$ cat src/logic/rwd_defines.svh
`ifndef RWD_DEFINES_SVH
`define RWD_DEFINES_SVH

// =====================================================================
// Register offsets.
`define RWD_ADDR_MODE 4'h0
`define RWD_ADDR_CMD 4'h1
`define RWD_ADDR_STAT 4'h2
`define RWD_ADDR_MASK 4'h3
`define RWD_ADDR_STATE 4'h4
`define RWD_ADDR_CNT_L 4'h5
`define RWD_ADDR_CNT_M 4'h6
`define RWD_ADDR_CNT_H 4'h7

// =====================================================================
// Field positions.
`define RWD_MODE_EN_BIT 7
`define RWD_MODE_SEL_LSB 5
`define RWD_MODE_HALT_LSB 2
`define RWD_MODE_RESET_ON_RUNAWAY_BIT 1
`define RWD_STAT_RUNAWAY_BIT 0
`define RWD_STAT_BADCMD_BIT 1
`define RWD_STATE_RUNNING_BIT 0
`define RWD_STATE_DETECT_BIT 1
`define RWD_STATE_PEND_BIT 2

// =====================================================================
// Reset values and command codes.
`define RWD_MODE_RESET 8'h80
`define RWD_MASK_RESET 8'h00
`define RWD_STAT_RESET 8'h00
`define RWD_CODE_CLEAR 8'h4E
`define RWD_CODE_DISABLE 8'hB1

// =====================================================================
// Timing counts.
`define RWD_CNT_WIDTH 22
`define RWD_OSC_PER_COUNT 2
`define RWD_TAP_BASE 15
`define RWD_RST_STATES 12
`define RWD_OSC_PER_STATE 2
`define RWD_RST_CYCLES (`RWD_RST_STATES * `RWD_OSC_PER_STATE)

`endif

$ cat src/logic/rwd_pkg.sv
package rwd_pkg;

    // =================================================================
    // Power modes reported by the clock controller.
    typedef enum logic [1:0] {
        RWD_PWR_RUN = 2'b00,
        RWD_PWR_PERIPHERAL_RUN_HALT = 2'b01,
        RWD_PWR_LIGHT_HALT = 2'b10,
        RWD_PWR_STOP = 2'b11
    } rwd_power_t;

    // =================================================================
    // Watchdog supervision state.
    typedef enum logic [1:0] {
        RWD_ST_ARMED = 2'b00,
        RWD_ST_DETECTED = 2'b01,
        RWD_ST_DISABLED = 2'b10
    } rwd_state_t;

endpackage : rwd_pkg

$ cat src/logic/rwd_reset_stretch.sv
`timescale 1ns/100ps
`default_nettype none

// =====================================================================
// Internal reset pulse stretcher.
module rwd_reset_stretch
    import rwd_pkg::*;
#(
    parameter int CYCLES = 24
) (
    input wire logic clk,
    input wire logic sys_rst,
    input wire logic trigger,
    output logic rst_out
);

    logic [7:0] cnt_ff;
    logic [7:0] nxt_cnt;
    logic rst_out_ff;
    logic nxt_rst_out;
    wire logic cnt_done;

    assign cnt_done = (cnt_ff == 8'h01);
    assign nxt_cnt = trigger ? CYCLES[7:0] : (cnt_ff != 8'h00) ? cnt_ff - 8'h01 : 8'h00;
    assign nxt_rst_out = trigger | (rst_out_ff & ~cnt_done);
    assign rst_out = rst_out_ff;

    always_ff @(posedge clk or posedge sys_rst) begin
        if (sys_rst) begin
            cnt_ff <= 8'h00;
            rst_out_ff <= 1'b0;
        end else begin
            cnt_ff <= nxt_cnt;
            rst_out_ff <= nxt_rst_out;
        end
    end

endmodule : rwd_reset_stretch

`default_nettype wire

$ cat src/logic/rwd_top.sv
// Operation
// - A 22-bit binary counter advances once per two oscillator periods.
// - Reaching the detection time uncleared raises the non-maskable runaway interrupt.
// - Detection time select resets to 00, the 2^16 period.
// - Select chooses 2^16, 2^18, 2^20 or 2^22 oscillator periods.
// - The enable bit resets to 1, so the watchdog runs by default.
// - Disabling needs enable bit cleared first, then disable code B1H.
// - Setting the enable bit again re-enables without any code write.
// - With reset-on-runaway set, a runaway forces an internal reset; bit resets 0.
// - Without reset-on-runaway, the detected state holds until the clear code.
// - Writing 4EH clears the counter to zero; counting resumes.
// - Uncleared, the runaway interrupt recurs every twice the detection time.
// - The internal reset stays asserted between 8 and 20 states.
// - Counter runs in run and peripheral-run halt, stops in light halt and stop.
// - No runaway interrupt is delivered during peripheral-run halt; software should disable first.
// - Counting continues during bus release; interrupt follows right after release.
// - Counting starts right after chip reset release.
`timescale 1ns/100ps
`default_nettype none

`include "rwd_defines.svh"

module rwd_top
    import rwd_pkg::*;
#(
    parameter int CNT_WIDTH = `RWD_CNT_WIDTH,
    parameter int RST_CYCLES = `RWD_RST_CYCLES
) (
    input wire logic clk,
    input wire logic sys_rst,
    input wire logic [3:0] reg_addr,
    input wire logic [7:0] reg_wdata,
    input wire logic reg_wr,
    input wire logic reg_rd,
    output logic [7:0] reg_rdata,
    input wire rwd_power_t power_state,
    input wire logic bus_release_ack_n,
    output logic runaway_interrupt,
    output logic internal_reset,
    output logic irq
);

    // =================================================================
    // Registers.
    logic [7:0] mode_ff;
    logic [7:0] nxt_mode;
    logic [7:0] mask_ff;
    logic [7:0] nxt_mask;
    logic [7:0] stat_ff;
    logic [7:0] nxt_stat;
    logic [7:0] rdata_ff;
    logic [7:0] nxt_rdata;
    rwd_state_t state_ff;
    rwd_state_t nxt_state;
    logic [CNT_WIDTH-1:0] cnt_ff;
    logic [CNT_WIDTH-1:0] nxt_cnt;
    logic presc_ff;
    logic nxt_presc;
    logic tap_prev_ff;
    logic nxt_tap_prev;
    logic pend_ff;
    logic nxt_pend;
    logic nmi_ff;
    logic nxt_nmi;
    logic irq_ff;
    logic nxt_irq;
    logic rst_trig_ff;
    logic nxt_rst_trig;

    // =================================================================
    // Bus decode.
    wire logic sel_mode;
    wire logic sel_cmd;
    wire logic sel_stat;
    wire logic sel_mask;
    wire logic wr_mode;
    wire logic wr_cmd;
    wire logic wr_mask;
    wire logic rd_stat;
    wire logic code_clear;
    wire logic code_disable;
    wire logic code_bad;

    assign sel_mode = (reg_addr == `RWD_ADDR_MODE);
    assign sel_cmd = (reg_addr == `RWD_ADDR_CMD);
    assign sel_stat = (reg_addr == `RWD_ADDR_STAT);
    assign sel_mask = (reg_addr == `RWD_ADDR_MASK);
    assign wr_mode = reg_wr & sel_mode;
    assign wr_cmd = reg_wr & sel_cmd;
    assign wr_mask = reg_wr & sel_mask;
    assign rd_stat = reg_rd & sel_stat;

    assign code_clear = wr_cmd & (reg_wdata == `RWD_CODE_CLEAR);
    assign code_disable = wr_cmd & (reg_wdata == `RWD_CODE_DISABLE);
    assign code_bad = wr_cmd & ~code_clear & ~code_disable;

    // =================================================================
    // Mode fields.
    wire logic en_bit;
    wire logic [1:0] time_sel;
    wire logic reset_on_runaway_bit;
    wire logic en_write_one;

    assign en_bit = mode_ff[`RWD_MODE_EN_BIT];
    assign time_sel = mode_ff[`RWD_MODE_SEL_LSB +: 2];
    assign reset_on_runaway_bit = mode_ff[`RWD_MODE_RESET_ON_RUNAWAY_BIT];
    assign en_write_one = wr_mode & reg_wdata[`RWD_MODE_EN_BIT];

    assign nxt_mode = wr_mode ? reg_wdata : mode_ff;

    assign nxt_mask = wr_mask ? reg_wdata : mask_ff;

    // =================================================================
    // Supervision state.
    // The detection strobe is declared here because the state machine reads it.
    wire logic runaway_event;

    always_comb begin
        nxt_state = state_ff;
        unique case (state_ff)
            RWD_ST_ARMED: begin
                // code only honoured after enable bit cleared
                if (code_disable && !en_bit) begin
                    nxt_state = RWD_ST_DISABLED;
                end else if (runaway_event) begin
                    nxt_state = RWD_ST_DETECTED;
                end
            end
            RWD_ST_DETECTED: begin
                if (code_disable && !en_bit) begin
                    nxt_state = RWD_ST_DISABLED;
                end else if (code_clear) begin
                    nxt_state = RWD_ST_ARMED;
                end
            end
            RWD_ST_DISABLED: begin
                if (en_write_one) begin
                    nxt_state = RWD_ST_ARMED;
                end
            end
            default: begin
                nxt_state = RWD_ST_ARMED;
            end
        endcase
    end

    // =================================================================
    // Counter.
    wire logic running;
    wire logic mode_counts;
    wire logic counting;
    wire logic count_step;
    wire logic [4:0] tap_index;
    wire logic tap_bit;

    assign running = (state_ff != RWD_ST_DISABLED);

    // counts only in run and peripheral-run halt
    // bus release does not stop the count
    assign mode_counts = (power_state == RWD_PWR_RUN) ||
                         (power_state == RWD_PWR_PERIPHERAL_RUN_HALT);
    assign counting = running & mode_counts;

    // one count per two oscillator periods
    assign count_step = counting & presc_ff;
    assign nxt_presc = (code_clear | ~running) ? 1'b0 : counting ? ~presc_ff : presc_ff;

    assign nxt_cnt = (code_clear | ~running) ? '0 :
                     count_step ? cnt_ff + {{(CNT_WIDTH-1){1'b0}}, 1'b1} : cnt_ff;

    // tap at bit 15, 17, 19 or 21
    assign tap_index = 5'(`RWD_TAP_BASE) + {2'b00, time_sel, 1'b0};
    assign tap_bit = cnt_ff[tap_index];
    assign nxt_tap_prev = (code_clear | ~running) ? 1'b0 : tap_bit;

    // rising tap bit is a detection
    // tap rises once per two detection times
    assign runaway_event = running & tap_bit & ~tap_prev_ff;

    // =================================================================
    // Interrupt delivery.
    wire logic deliver_ok;

    // held back while the bus is released
    assign deliver_ok = (power_state == RWD_PWR_RUN) & bus_release_ack_n;

    // Pending detection survives the halt so it fires on release.
    assign nxt_pend = (runaway_event | pend_ff) & ~deliver_ok & running;

    assign nxt_nmi = deliver_ok & (runaway_event | pend_ff);

    assign nxt_rst_trig = runaway_event & reset_on_runaway_bit;

    // =================================================================
    // Status, mask and the level interrupt.
    wire logic [7:0] stat_set;
    wire logic [7:0] stat_kept;

    assign stat_set = (8'(runaway_event) << `RWD_STAT_RUNAWAY_BIT) |
                      (8'(code_bad) << `RWD_STAT_BADCMD_BIT);
    // A read clears, but an event in the same cycle wins.
    assign stat_kept = rd_stat ? 8'h00 : stat_ff;
    assign nxt_stat = stat_kept | stat_set;
    assign nxt_irq = |(nxt_stat & mask_ff);

    // =================================================================
    // Read data.
    wire logic [7:0] state_view;
    wire logic [CNT_WIDTH+1:0] cnt_wide;

    assign state_view = (8'(running) << `RWD_STATE_RUNNING_BIT) |
                        (8'(state_ff == RWD_ST_DETECTED) << `RWD_STATE_DETECT_BIT) |
                        (8'(pend_ff) << `RWD_STATE_PEND_BIT);
    assign cnt_wide = {2'b00, cnt_ff};

    always_comb begin
        nxt_rdata = 8'h00;
        if (reg_rd) begin
            unique case (reg_addr)
                `RWD_ADDR_MODE: nxt_rdata = mode_ff;
                `RWD_ADDR_STAT: nxt_rdata = stat_ff;
                `RWD_ADDR_MASK: nxt_rdata = mask_ff;
                `RWD_ADDR_STATE: nxt_rdata = state_view;
                `RWD_ADDR_CNT_L: nxt_rdata = cnt_wide[7:0];
                `RWD_ADDR_CNT_M: nxt_rdata = cnt_wide[15:8];
                `RWD_ADDR_CNT_H: nxt_rdata = cnt_wide[23:16];
                default: nxt_rdata = 8'h00;
            endcase
        end
    end

    // =================================================================
    // Flip-flops.
    always_ff @(posedge clk or posedge sys_rst) begin
        if (sys_rst) begin
            mode_ff <= `RWD_MODE_RESET;
        end else begin
            mode_ff <= nxt_mode;
        end
    end

    always_ff @(posedge clk or posedge sys_rst) begin
        if (sys_rst) begin
            mask_ff <= `RWD_MASK_RESET;
        end else begin
            mask_ff <= nxt_mask;
        end
    end

    always_ff @(posedge clk or posedge sys_rst) begin
        if (sys_rst) begin
            stat_ff <= `RWD_STAT_RESET;
        end else begin
            stat_ff <= nxt_stat;
        end
    end

    always_ff @(posedge clk or posedge sys_rst) begin
        if (sys_rst) begin
            state_ff <= RWD_ST_ARMED;
        end else begin
            state_ff <= nxt_state;
        end
    end

    always_ff @(posedge clk or posedge sys_rst) begin
        if (sys_rst) begin
            cnt_ff <= '0;
        end else begin
            cnt_ff <= nxt_cnt;
        end
    end

    always_ff @(posedge clk or posedge sys_rst) begin
        if (sys_rst) begin
            presc_ff <= 1'b0;
        end else begin
            presc_ff <= nxt_presc;
        end
    end

    always_ff @(posedge clk or posedge sys_rst) begin
        if (sys_rst) begin
            tap_prev_ff <= 1'b0;
        end else begin
            tap_prev_ff <= nxt_tap_prev;
        end
    end

    always_ff @(posedge clk or posedge sys_rst) begin
        if (sys_rst) begin
            pend_ff <= 1'b0;
        end else begin
            pend_ff <= nxt_pend;
        end
    end

    always_ff @(posedge clk or posedge sys_rst) begin
        if (sys_rst) begin
            nmi_ff <= 1'b0;
        end else begin
            nmi_ff <= nxt_nmi;
        end
    end

    always_ff @(posedge clk or posedge sys_rst) begin
        if (sys_rst) begin
            irq_ff <= 1'b0;
        end else begin
            irq_ff <= nxt_irq;
        end
    end

    always_ff @(posedge clk or posedge sys_rst) begin
        if (sys_rst) begin
            rst_trig_ff <= 1'b0;
        end else begin
            rst_trig_ff <= nxt_rst_trig;
        end
    end

    always_ff @(posedge clk or posedge sys_rst) begin
        if (sys_rst) begin
            rdata_ff <= 8'h00;
        end else begin
            rdata_ff <= nxt_rdata;
        end
    end

    // =================================================================
    // Internal reset.
    // twelve states, inside the 8 to 20 window
    rwd_reset_stretch #(
        .CYCLES(RST_CYCLES)
    ) u_stretch (
        .clk(clk),
        .sys_rst(sys_rst),
        .trigger(rst_trig_ff),
        .rst_out(internal_reset)
    );

    assign reg_rdata = rdata_ff;
    assign runaway_interrupt = nmi_ff;
    assign irq = irq_ff;

endmodule : rwd_top

`default_nettype wire
$ cat config.mk
export PLATFORM = sky130hd
export DESIGN_NAME = rwd_top
export DESIGN_NICKNAME = d
export VERILOG_FILES = /design/src/logic/rwd_pkg.sv /design/src/logic/rwd_reset_stretch.sv /design/src/logic/rwd_top.sv
export VERILOG_INCLUDE_DIRS = /design/src /design/src/logic
export SDC_FILE = /design/constraint.sdc
export NUM_CORES = 1
export LEC_CHECK = 0
export BUFFER_PORTS_ARGS = -buffer_cell sky130_fd_sc_hd__buf_2
export CAP_MARGIN = 10
export CORE_ASPECT_RATIO = 0.7
export CORE_MARGIN = 4
export CORE_UTILIZATION = 64
export CTS_CLUSTER_DIAMETER = 40
export DETAILED_ROUTE_END_ITERATION = 10
export PLACE_DENSITY = 0.89
export SLEW_MARGIN = 20
export SYNTH_ARGS = -nofsm -noshare
export SYNTH_HDL_FRONTEND = slang
export SYNTH_HIERARCHICAL = 1
export SYNTH_SLANG_ARGS = --single-unit
$ cat constraint.sdc
create_clock -name clk -period 4.25 [get_ports clk]
set_input_delay 0.85 -clock clk [delete_from_list [all_inputs] [get_ports clk]]
set_output_delay 0.85 -clock clk [all_outputs]
set_load 0.02 [all_outputs]
==> summary.md, run 1 <==
| Metric | Value |
|---|---|
| Number of synthesized flops with an enable pin | 0 |
| Commonest cells in the netlist | dfrtp_1 (70), nor2_1 (25), nand2_1 (23) |
| Fraction of layout instances using a drive strength above 1 | 0.194 |
| GP Congestion | 0.983 |
| Vias per std cell | 6.61 |
| Hold Vio Cnt, Final | 0 |
| Core Area | 5370 µm² |
| Worst-path maximum fanout | 24 |
| Gr ovfl total | 0 |
| Hpwl dp | 6650 µm |
| CTS resizes | 0 |
| Antenna diodes | 0 |
| Initial Util | 0.680 |
| Warnings, synthesis | 6 |
| Latest clock arrival within the worst-skew pair | 360 ps |
| Fill count | 383 |
| Max Cap Viol | 0 |
| Number of port buffers | 29 |
| Synth-to-layout area growth | 11.4% |
| Total negative slack | 0 ps |
| Buf/Inv on CP | 1 |
| Kind of critical path | in -> reg |
| Slew Limit Fails | 0 |
| Pwr dens | 504 nW/µm² |
| Clock Tree Buf Depth | 2 |
| Register area | 1780 µm² |
| Antenna viol nets, final | 0 |
| Rel. slew slack | 0.456 |
| Crit-path slowest cell | nand2_1 |
| Netlist Area Pre-Place | 3650 µm² |
| Peak supply drop | 0.000383 V |
| Yosys reg bits | 71 |
| Vias in the first global route | 2761 |
| Via count | 3033 |
| RSZ-0062 raised after global routing | false |
| Fin nets | 405 |
| Ys async rst share | 1.00 |
| Site Rows | 22 |
| Status | finished, final reports clean |
| Min cycle time layout | 2580 ps |
| CTS sink cnt | 71 |
| Top-count cell post-synth | dfrtp_1 |
| Final Setup Violations | 0 |
| CP cell instances | buf_2 -> or4b_1 -> or4_1 -> nand2_1 -> a21oi_1 |
| TritonCTS buffer count | 9 |
| Crit-path max cell delay | 630 ps |
| Clock transition at the registers of the reported paths | 80 ps |
| Wire length per cell | 19.7 µm |
| Post-Route WL | 9040 µm |
| Die width | 98.2 µm |
| CTS tree | yes |
| WP data arrival | 2770 ps |
| HP Class | in -> async |
| Worst slew pin tran | 814 ps |
| Yosys top cell area share | 0.480 |
| Prevailing post-synth register cell | dfrtp_1 |
| Syn Area/Cell | 10.3 µm² |
| Startpoint types | primary input |
| First-pass GRT wire length | 14500 µm |
| Fmax | 0.387 GHz |
| Initial DRC Count | 428 |
| Cts hold-fix bufs | 0 |
| Clock skew | 7.73 ps |
| Post-synthesis sequential area ratio | 0.487 |
| Drt first pass iters | 6 |
| Post-synthesis cell type count | 56 |
| Critical Path RT | 4440 ps |
| Die area | 6990 µm² |
| Final hold slack | 461 ps |
| Area contributors post-synth | dfrtp_1 (48%), mux2_2 (5.6%), a22o_1 (3.1%) |
| Syn nets | 376 |
| # IOs | 30 |
| Multi-input gate area | 1780 µm² |
| Crit end category | flop |
| Syn Inst Count | 353 |
| GR Util All Layers | 0.268 |
| CTS root buf | clkbuf_8 |
| H-tree lvl count | 3 |
| DRC | 0 |
| Pin count of the biggest net entering global routing | 35 |
| Postcts setup bufs | 0 |
| Top cell type by total area after synthesis | dfrtp_1 |
| Chip Height | 71.2 µm |
| LEAKAGE | 0.00174 µW |
| Ratio of final minimum period to clock period | 0.608 |
| Crit path max-delay family | simple AND/OR/NAND/NOR gates |
| Initial antenna violation count | 0 |
-- layout make-up --
| class | count | area share |
|---|---|---|
| clock buffers | 11 | 0.0348 |
| flip-flops and latches | 71 | 0.438 |
| clock inverters | 5 | 0.0200 |
| well taps | 72 | 0.0222 |
| inverters | 12 | 0.0111 |
| multi-input cells | 258 | 0.437 |
| repair buffers | 30 | 0.0376 |
-- per-stage QoR --
stage	util	setup WS [ps]	instances	power, µW	area (µm²)
6_report	0.757	1670	459	2050	4060
5_1_grt	0.757	1550	459	2150	4060
4_1_cts	0.757	1690	459	2040	4060
3_5_place_dp	0.716	1320	443	1440	3840
3_3_place_gp	0.716	1320	443	1400	3840
2_1_floorplan	-	1820	353	1270	3650
-- power breakdown --
group          switching, µW  internal [µW]
sequential               177            812
clock                    253            346
combinational            249            210
total                    680           1370
-- cells by family after synthesis --
group | after synthesis | synth area share
adders and majority gates | 4 | 0.0137
xor gates and xnor gates | 14 | 0.0336
and+or+nand+nor | 134 | 0.210
AOI/OAI and AO/OA | 79 | 0.149
buffers and inverters | 24 | 0.0261
muxes | 27 | 0.0802
DFF | 71 | 0.487
-- placed cells by master, fill, tap and decap left out, types with 11 or more instances in the layout --
master	n
inv_1	11
buf_2	29
a22o_1	13
nand3_1	11
mux2_2	18
nor2_1	25
o21ai_0	12
a21oi_1	22
nand2_1	23
dfrtp_1	70
-- flip-flops by register name, indices dropped and copies added (netlist names) --
signal and cells:
cnt_ff 22, irq 1, runaway_interrupt 1, mask_ff 8, tap_prev_ff 1, u_stretch/cnt_ff 8
state_ff 2, stat_ff 8, mode_ff 8, pend_ff 1, rst_trig_ff 1, u_stretch/rst_out 1
presc_ff 1, reg_rdata 8
-- per-layer routing --
| layer | part of all wire | vias up | track usage | wire length, µm |
|---|---|---|---|---|
| met1 | 0.44 | 1474 | 0.402 | 3970 |
| met2 | 0.43 | 171 | 0.376 | 3860 |
| met3 | 0.12 | 13 | 0.0867 | 1110 |
| met4 | 0.011 | 0 | 0.0697 | 102 |
| met5 | 0 | - | 0 | 0 |
| li1 | - | 1375 | - | - |
-- worst paths after layout --
check	from	endpoint	slack [ps]	cells past startpoint
setup / recovery	reg_wdata[4]	cnt_ff[18]	1670	5
hold / removal	sys_rst	u_stretch/cnt_ff[2]	460	2
setup reg to reg	cnt_ff[1]	cnt_ff[18]	1780	5
hold reg to reg	mode_ff[7]	mode_ff[7]	490	2
max in group asynchronous	sys_rst	mask_ff[7]	2820	3
min in group clk	mode_ff[7]	mode_ff[7]	490	2
No activity file was read; power rests on OpenSTA's default activity.
==> run 2, diff against run 1 <==
--- a/config.mk
+++ b/config.mk
@@ -10,10 +10,10 @@
 export CAP_MARGIN = 10
 export CORE_ASPECT_RATIO = 0.7
 export CORE_MARGIN = 4
-export CORE_UTILIZATION = 64
+export CORE_UTILIZATION = 54
 export CTS_CLUSTER_DIAMETER = 40
 export DETAILED_ROUTE_END_ITERATION = 10
-export PLACE_DENSITY = 0.89
+export PLACE_DENSITY = 0.81
 export SLEW_MARGIN = 20
 export SYNTH_ARGS = -nofsm -noshare
 export SYNTH_HDL_FRONTEND = slang
==> constraint.sdc (replaced) <==
create_clock -name clk -period 2.1 [get_ports clk]
set_input_delay 0.42 -clock clk [delete_from_list [all_inputs] [get_ports clk]]
set_output_delay 0.42 -clock clk [all_outputs]
set_load 0.02 [all_outputs]
==> run 2 against run 1 <==
Sequential power is 92% higher; sequential share of layout area fell by 2.9 points; non-clock buffer count rose by 34; wire length is 3.4% higher; power up 100%; global-route usage decreased by 2.9 points; clock power up 82%; die area is 17% higher; worst setup slack lost 1600 ps; critical path depth unchanged; critical path type is now reg -> reg; largest cell class is now multi-input combinational cells.
==> summary.md, run 2 (synthesis gave the netlist of run 1 again) <==
| Metric | Value |
|---|---|
| # IOs | 30 (unchanged) |
| Pwr dens | 939 nW/µm² (was 504 nW/µm²) |
| Initial Util | 0.570 (was 0.680) |
| Startpoint types | flop (was primary input) |
| Antenna viol nets, final | 0 (unchanged) |
| Clock Tree Buf Depth | 2 (unchanged) |
| Comb power frac | 0.267 (was 0.224) |
| Initial antenna violation count | 0 (unchanged) |
| Latest clock arrival within the worst-skew pair | 350 ps (was 360 ps) |
| Worst-path maximum fanout | 5 (was 24) |
| CP cell instances | ha_1 -> nand3b_1 -> or4_4 -> or4_1 -> a21oi_1 (was buf_2 -> or4b_1 -> or4_1 -> nand2_1 -> a21oi_1) |
| Rel. slew slack | 0.602 (was 0.456) |
| Fin nets | 439 (was 405) |
| Total power | 4090 µW (was 2050 µW) |
| H-tree lvl count | 3 (unchanged) |
| Crit end category | flop (unchanged) |
| HP Class | in -> async (unchanged) |
| GP Congestion | 0.999 (was 0.983) |
| First-pass GRT wire length | 15100 µm (was 14500 µm) |
| Drt first pass iters | 5 (was 6) |
| Clock power share | 0.268 (was 0.293) |
| Clock transition at the registers of the reported paths | 70 ps (was 80 ps) |
| Die area | 8160 µm² (was 6990 µm²) |
| Pre-CTS WS | -74.4 ps (was 1320 ps) |
| DRC | 0 (unchanged) |
| Die width | 106 µm (was 98.2 µm) |
| Fill count | 501 (was 383) |
| Vias per std cell | 6.11 (was 6.61) |
| Fmax | 0.494 GHz |
| CTS root buf | clkbuf_8 (unchanged) |
| Site Rows | 24 (was 22) |
| Top reg by flops | cnt_ff (unchanged) |
| Clock skew | 6.05 ps (was 7.73 ps) |
| Most common cell after layout, fill and taps aside | dfrtp_1 (unchanged) |
| Peak supply drop | 0.000469 V (was 0.000383 V) |
| Chip Height | 76.8 µm (was 71.2 µm) |
| Largest register FFs | 22 (unchanged) |
| Min cycle time layout | 2020 ps |
| Most frequent cells in the layout | dfrtp_1 (70), buf_4 (33), buf_2 (29) (was dfrtp_1 (70), buf_2 (29), nor2_1 (25)) |
| Core Area | 6400 µm² (was 5370 µm²) |
| Vias in the first global route | 3032 (was 2761) |
| Gr ovfl total | 0 (unchanged) |
| Hpwl dp | 6940 µm (was 6650 µm) |
| WP data arrival | 2300 ps (was 2770 ps) |
| Crit path max-delay family | simple AND/OR/NAND/NOR gates (unchanged) |
| Ratio of final minimum period to clock period | 0.963 |
| Postcts setup bufs | 0 (unchanged) |
| Status | finished, final reports clean (unchanged) |
| Crit-path slowest cell | or4_4 (was nand2_1) |
| Final core occ | 0.681 (was 0.757) |
| Worst slew pin tran | 593 ps (was 814 ps) |
| Fraction of layout instances using a drive strength above 1 | 0.266 (was 0.194) |
| Buf/Inv on CP | 0 (was 1) |
| Pin count of the biggest net entering global routing | 29 (was 35) |
| RSZ-0062 raised after global routing | true (was false) |
| Final hold slack | 7.16 ps (was 461 ps) |
| Crit-path max cell delay | 570 ps (was 630 ps) |
| Synth-to-layout area growth | 19.3% (was 11.4%) |
| R2r setup slk | 80 ps (was 1780 ps) |
| Slew Limit Fails | 0 (unchanged) |
| CTS tree | yes (unchanged) |
| GR Util All Layers | 0.239 (was 0.268) |
| Switch Pwr | 1350 µW (was 680 µW) |
| Wire length per cell | 18.2 µm (was 19.7 µm) |
| Switch share | 0.331 (was 0.332) |
| Seq pwr share | 0.466 (was 0.483) |
| Critical Path RT | 2380 ps (was 4440 ps) |
| Antenna diodes | 0 (unchanged) |
| Max Cap Viol | 0 (unchanged) |
| CTS sink cnt | 71 (unchanged) |
| TritonCTS buffer count | 9 (unchanged) |
| Number of port buffers | 29 (unchanged) |
| Final worst slack | 77.7 ps (was 1670 ps) |
| Hold Vio Cnt, Final | 0 (unchanged) |
| Final Setup Violations | 0 (unchanged) |
| Internal power consumption | 2730 µW (was 1370 µW) |
| Initial DRC Count | 332 (was 428) |
| Post-Route WL | 9340 µm (was 9040 µm) |
| LEAKAGE | 0.00191 µW (was 0.00174 µW) |
| Kind of critical path | reg -> reg (was in -> reg) |
| Via count | 3126 (was 3033) |
==> run 2: repair_timing <==
action | in CTS | in global routing
hold buffers | 0 | 0
gates resized for setup | 0 | 2
endpoints found under the setup margin | 0 | 3
==> run 2: power groups by stage <==
stage | clock network [µW] | registers (µW) | logic (µW)
6_report | 1090 | 1900 | 1090
5_1_grt | 1180 | 1940 | 1200
4_1_cts | 1110 | 1900 | 1070
3_5_place_dp | 0 | 1920 | 1060
3_3_place_gp | 0 | 1900 | 1020
2_1_floorplan | 0 | 1900 | 673
==> run 2: final timing paths <==
check	from	end	cells past startpoint
max in group asynchronous	sys_rst	mode_ff[7]	3
min in group clk	bus_release_ack_n	runaway_interrupt	3
worst max register to register	cnt_ff[1]	cnt_ff[18]	5
worst min-delay path	sys_rst	mode_ff[6]	2
worst min register to register	u_stretch/rst_out	u_stretch/rst_out	1
worst max-delay path	cnt_ff[1]	cnt_ff[18]	5
==> run 2: final cells by class <==
type	instances	area, µm²	area share
Clock inverter	6	60.1	0.0138
Multi-Input combinational cell	258	1790	0.410
Timing Repair Buffer	64	433	0.0995
Inverter	12	45.0	0.0103
Clock buffer	10	138	0.0316
Tap cell	91	114	0.0262
Sequential cell	71	1780	0.408
==> run 2: layer usage <==
layer / routed length, µm / track usage / vias up
met2: 3970 / 0.349 / 159
met4: 205 / 0.0815 / 0
met1: 4210 / 0.331 / 1501
li1: - / - / 1438
met5: 0 / 0 / -
met3: 955 / 0.0839 / 28
==> run 2: stage by stage <==
| step | cells | TNS [ps] | area (µm²) |
|---|---|---|---|
| floorplan | 353 | 0 | 3650 |
| global placement | 496 | -11.7 | 4150 |
| detailed placement | 496 | -267 | 4150 |
| CTS | 512 | 0 | 4340 |
| global route | 512 | -8.01 | 4350 |
| finish | 512 | 0 | 4350 |
==> run 2: worst register-to-register path, delay by kind of cell, from the launching register on <==
kind | cells | cell delay, ps
flip-flops | 1 | 410
adder cells (fa/ha/maj) | 1 | 190
AND/OR/NAND/NOR | 3 | 1200
AO/OA/AOI/OAI | 1 | 150
==> run 3, diff against run 2 <==
--- a/config.mk
+++ b/config.mk
@@ -6,6 +6,7 @@
 export SDC_FILE = /design/constraint.sdc
 export NUM_CORES = 1
 export LEC_CHECK = 0
+export ABC_AREA = 1
 export BUFFER_PORTS_ARGS = -buffer_cell sky130_fd_sc_hd__buf_2
 export CAP_MARGIN = 10
 export CORE_ASPECT_RATIO = 0.7
==> run 3 against run 2 <==
Critical path depth rose by 4; combinational power rose by 20%; power rose by 8.7%; first-iteration DRC count rose by 39%; flip-flop and latch count did not move; largest power group unchanged; highest routed layer unchanged.
==> summary.md, run 3 <==
| Metric | Value |
|---|---|
| Status | finished, final reports clean (unchanged) |
| Site Rows | 25 (was 24) |
| Number of port buffers | 29 (unchanged) |
| Final core occ | 0.637 (was 0.681) |
| Pwr dens | 1000 nW/µm² (was 939 nW/µm²) |
| Ratio of final minimum period to clock period | 0.873 (was 0.963) |
| Kind of critical path | reg -> reg (unchanged) |
| Complex-gate fraction of the synthesized area | 0.110 (was 0.149) |
| Yosys top cell area share | 0.441 (was 0.480) |
| Commonest cells in the netlist | nand2_1 (160), inv_1 (74), dfrtp_1 (70) (was dfrtp_1 (70), nor2_1 (25), nand2_1 (23)) |
| Critical Path RT | 2380 ps (about the same) |
| Multiplexer area fraction after synthesis | 0 (was 0.0802) |
| Post-Synth Simple-Gate Area | 0.335 (was 0.210) |
| Min cycle time layout | 1830 ps (was 2020 ps) |
| First-pass GRT wire length | 17400 µm (was 15100 µm) |
| Post-synthesis cell type count | 33 (was 56) |
| Netlist Area Pre-Place | 3980 µm² (was 3650 µm²) |
| Antenna viol nets, final | 0 (unchanged) |
| Antenna diodes | 0 (unchanged) |
| Synth-to-layout area growth | 11.2% (was 19.3%) |
| Pin count of the biggest net entering global routing | 38 (was 29) |
| Initial DRC Count | 461 (was 332) |
| Syn nets | 574 (was 376) |
| Post-Route WL | 10300 µm (was 9340 µm) |
| Warnings, synthesis | 6 (unchanged) |
| Vias per std cell | 5.55 (was 6.11) |
| Die area | 8820 µm² (was 8160 µm²) |
| Largest family of logic cells by synthesized area | simple AND/OR/NAND/NOR gates (unchanged) |
| Multi-input gate area | 1860 µm² (was 1790 µm²) |
| HP Class | in -> async (unchanged) |
| Worst slew pin tran | 510 ps (was 593 ps) |
| Switch share | 0.388 (was 0.331) |
| Syn Inst Count | 551 (was 353) |
| Rel. slew slack | 0.659 (was 0.602) |
| Crit-path max cell delay | 460 ps (was 570 ps) |
| Yosys reg bits | 71 (unchanged) |
| Wire length per cell | 15.0 µm (was 18.2 µm) |
| Clock power share | 0.247 (was 0.268) |
| Top-count cell post-synth | nand2_1 (was dfrtp_1) |
| Switch Pwr | 1720 µW (was 1350 µW) |
| Startpoint types | flop (unchanged) |
| Chip Height | 79.8 µm (was 76.8 µm) |
| Comb power frac | 0.294 (was 0.267) |
| Initial antenna violation count | 0 (unchanged) |
| CP cell instances | inv_1 -> ha_1 -> nor2_1 -> nor2_1 -> nand2_1 -> nand4_1 -> nand2_1 -> nand2_1 -> nor2_1 (was ha_1 -> nand3b_1 -> or4_4 -> or4_1 -> a21oi_1) |
| TritonCTS buffer count | 9 (unchanged) |
| Clock Tree Buf Depth | 2 (unchanged) |
| Worst-path maximum fanout | 6 (was 5) |
| CTS sink cnt | 71 (unchanged) |
| LEAKAGE | 0.00221 µW (was 0.00191 µW) |
| # IOs | 30 (unchanged) |
| Latest clock arrival within the worst-skew pair | 350 ps (about the same) |
| Core Area | 6940 µm² (was 6400 µm²) |
| GR Util All Layers | 0.248 (was 0.239) |
| Post-synthesis xor/xnor area fraction | 0.00881 (was 0.0336) |
| Peak supply drop | 0.000482 V (was 0.000469 V) |
| Fraction of layout instances using a drive strength above 1 | 0.128 (was 0.266) |
| Drt first pass iters | 6 (was 5) |
| Most common cell after layout, fill and taps aside | nand2_1 (was dfrtp_1) |
| GP Congestion | 1.02 (was 0.999) |
| Pre-CTS WS | 95.1 ps (was -74.4 ps) |
| Initial Util | 0.573 (was 0.570) |
| CTS tree | yes (unchanged) |
| Largest register FFs | 22 (unchanged) |
| Hold Vio Cnt, Final | 0 (unchanged) |
| Gr ovfl total | 0 (unchanged) |
| Fin nets | 611 (was 439) |
| Via count | 3810 (was 3126) |
| Area contributors post-synth | dfrtp_1 (44%), nand2_1 (15%), inv_1 (7.0%) (was dfrtp_1 (48%), mux2_2 (5.6%), a22o_1 (3.1%)) |
| H-tree lvl count | 3 (unchanged) |
| Most frequent cells in the layout | nand2_1 (160), inv_1 (73), dfrtp_1 (70) (was dfrtp_1 (70), buf_4 (33), buf_2 (29)) |
| Prevailing post-synth register cell | dfrtp_1 (unchanged) |
| Post-synthesis sequential area ratio | 0.447 (was 0.487) |
| Syn Area/Cell | 7.22 µm² (was 10.3 µm²) |
| Clock skew | 10.8 ps (was 6.05 ps) |
| Ys async rst share | 1.00 (unchanged) |
| Die width | 111 µm (was 106 µm) |
| Clock transition at the registers of the reported paths | 80 ps (was 70 ps) |
| Max Cap Viol | 0 (unchanged) |
| Top reg by flops | cnt_ff (unchanged) |
| Top cell type by total area after synthesis | dfrtp_1 (unchanged) |
| Final worst slack | 267 ps (was 77.7 ps) |
| Number of synthesized flops with an enable pin | 0 (unchanged) |
| Crit end category | flop (unchanged) |
| Postcts setup bufs | 0 (unchanged) |
| DRC | 0 (unchanged) |
| Fill count | 628 (was 501) |
| Slew Limit Fails | 0 (unchanged) |
| Vias in the first global route | 3462 (was 3032) |
| Cts hold-fix bufs | 0 (unchanged) |
| Hpwl dp | 7970 µm (was 6940 µm) |
| Internal power consumption | 2720 µW (was 2730 µW) |
| WP data arrival | 2110 ps (was 2300 ps) |
| Final Setup Violations | 0 (unchanged) |
| Seq pwr share | 0.459 (was 0.466) |
| Fmax | 0.546 GHz (was 0.494 GHz) |
| RSZ-0062 raised after global routing | false (was true) |
| Total negative slack | 0 ps (unchanged) |
| Adder and majority gate portion of the synthesized area | 0.0126 (was 0.0137) |
| Crit-path slowest cell | dfrtp_1 (was or4_4) |
| CTS root buf | clkbuf_8 (unchanged) |
| Register area | 1780 µm² (unchanged) |
run 3: changes by cell type in the layout (fill, tap and decap cells not counted), sizes merged, moves of 8 or more:
cell,delta
xnor2,-8
nand3,+23
nor2,+55
a22o,-13
o21ai,+38
mux2i,-9
mux2,-18
nor2b,-8
or4,-11
inv,+66
buf,-31
nand2,+141
nand4,+14
run 3: cell families (layout without fill, tap and decap cells):
logic type      Yosys count  after routing
compound gates           82             82
fa+ha+maj                 4              4
buf+inv                  85            127
flops                    71             71
simple gates            305            305
xor+xnor                  4              4
run 3: cell type report:
cell class                 count  share of cell area
multi-input combinational    395               0.420
clock buffer                  10              0.0311
tap                           94              0.0266
inverter                      78              0.0668
sequential                    71               0.402
clock inverter                 6              0.0136
timing repair buffer          33              0.0396
run 3: critical path: cells and delay by family, from the launching register on:
family,cells,cell delay (ps)
adder cells (fa/ha/maj),1,260
buffers and inverters,1,140
flip-flops,1,460
AND/OR/NAND/NOR,7,910
run 3: stage by stage:
step	power, µW	cell area, µm²	cells	hold WS, ps
finish	4440	4420	687	46.6
global route	4760	4420	687	79.4
floorplan	2940	3980	551	248
global placement	3270	4220	671	418
detailed placement	3340	4220	671	429
CTS	4430	4420	687	58.3
run 3: path summary, 6_finish.rpt:
path,from,slack [ps],to,cells past startpoint
worst max-delay path,mode_ff[5],270,state_ff[0],9
max in group asynchronous,sys_rst,1560,mode_ff[7],3
worst min register to register,mask_ff[1],490,mask_ff[1],2
min in group clk,power_state[1],270,presc_ff,2
worst max register to register,mode_ff[5],270,state_ff[0],9
worst min-delay path,sys_rst,50,u_stretch/cnt_ff[5],2
run 3: layer usage:
layer	up-vias	track usage	part of all wire
li1	1835	-	-
met1	1768	0.388	0.48
met2	195	0.347	0.41
met3	12	0.0553	0.10
met4	0	0.0529	0.0084
met5	-	0	0
run 3: what timing repair did:
action,CTS,global route
endpoints found under the hold margin,0,0
gates resized for setup,0,1
endpoints found under the setup margin,0,3
run 3: power groups by stage:
| stage | clock [µW] | sequential, µW | combinational (µW) |
|---|---|---|---|
| 6_report | 1100 | 2040 | 1310 |
| 3_5_place_dp | 0 | 2040 | 1300 |
| 3_3_place_gp | 0 | 2030 | 1240 |
| 2_1_floorplan | 0 | 1980 | 963 |
| 4_1_cts | 1110 | 2020 | 1300 |
| 5_1_grt | 1180 | 2080 | 1500 |
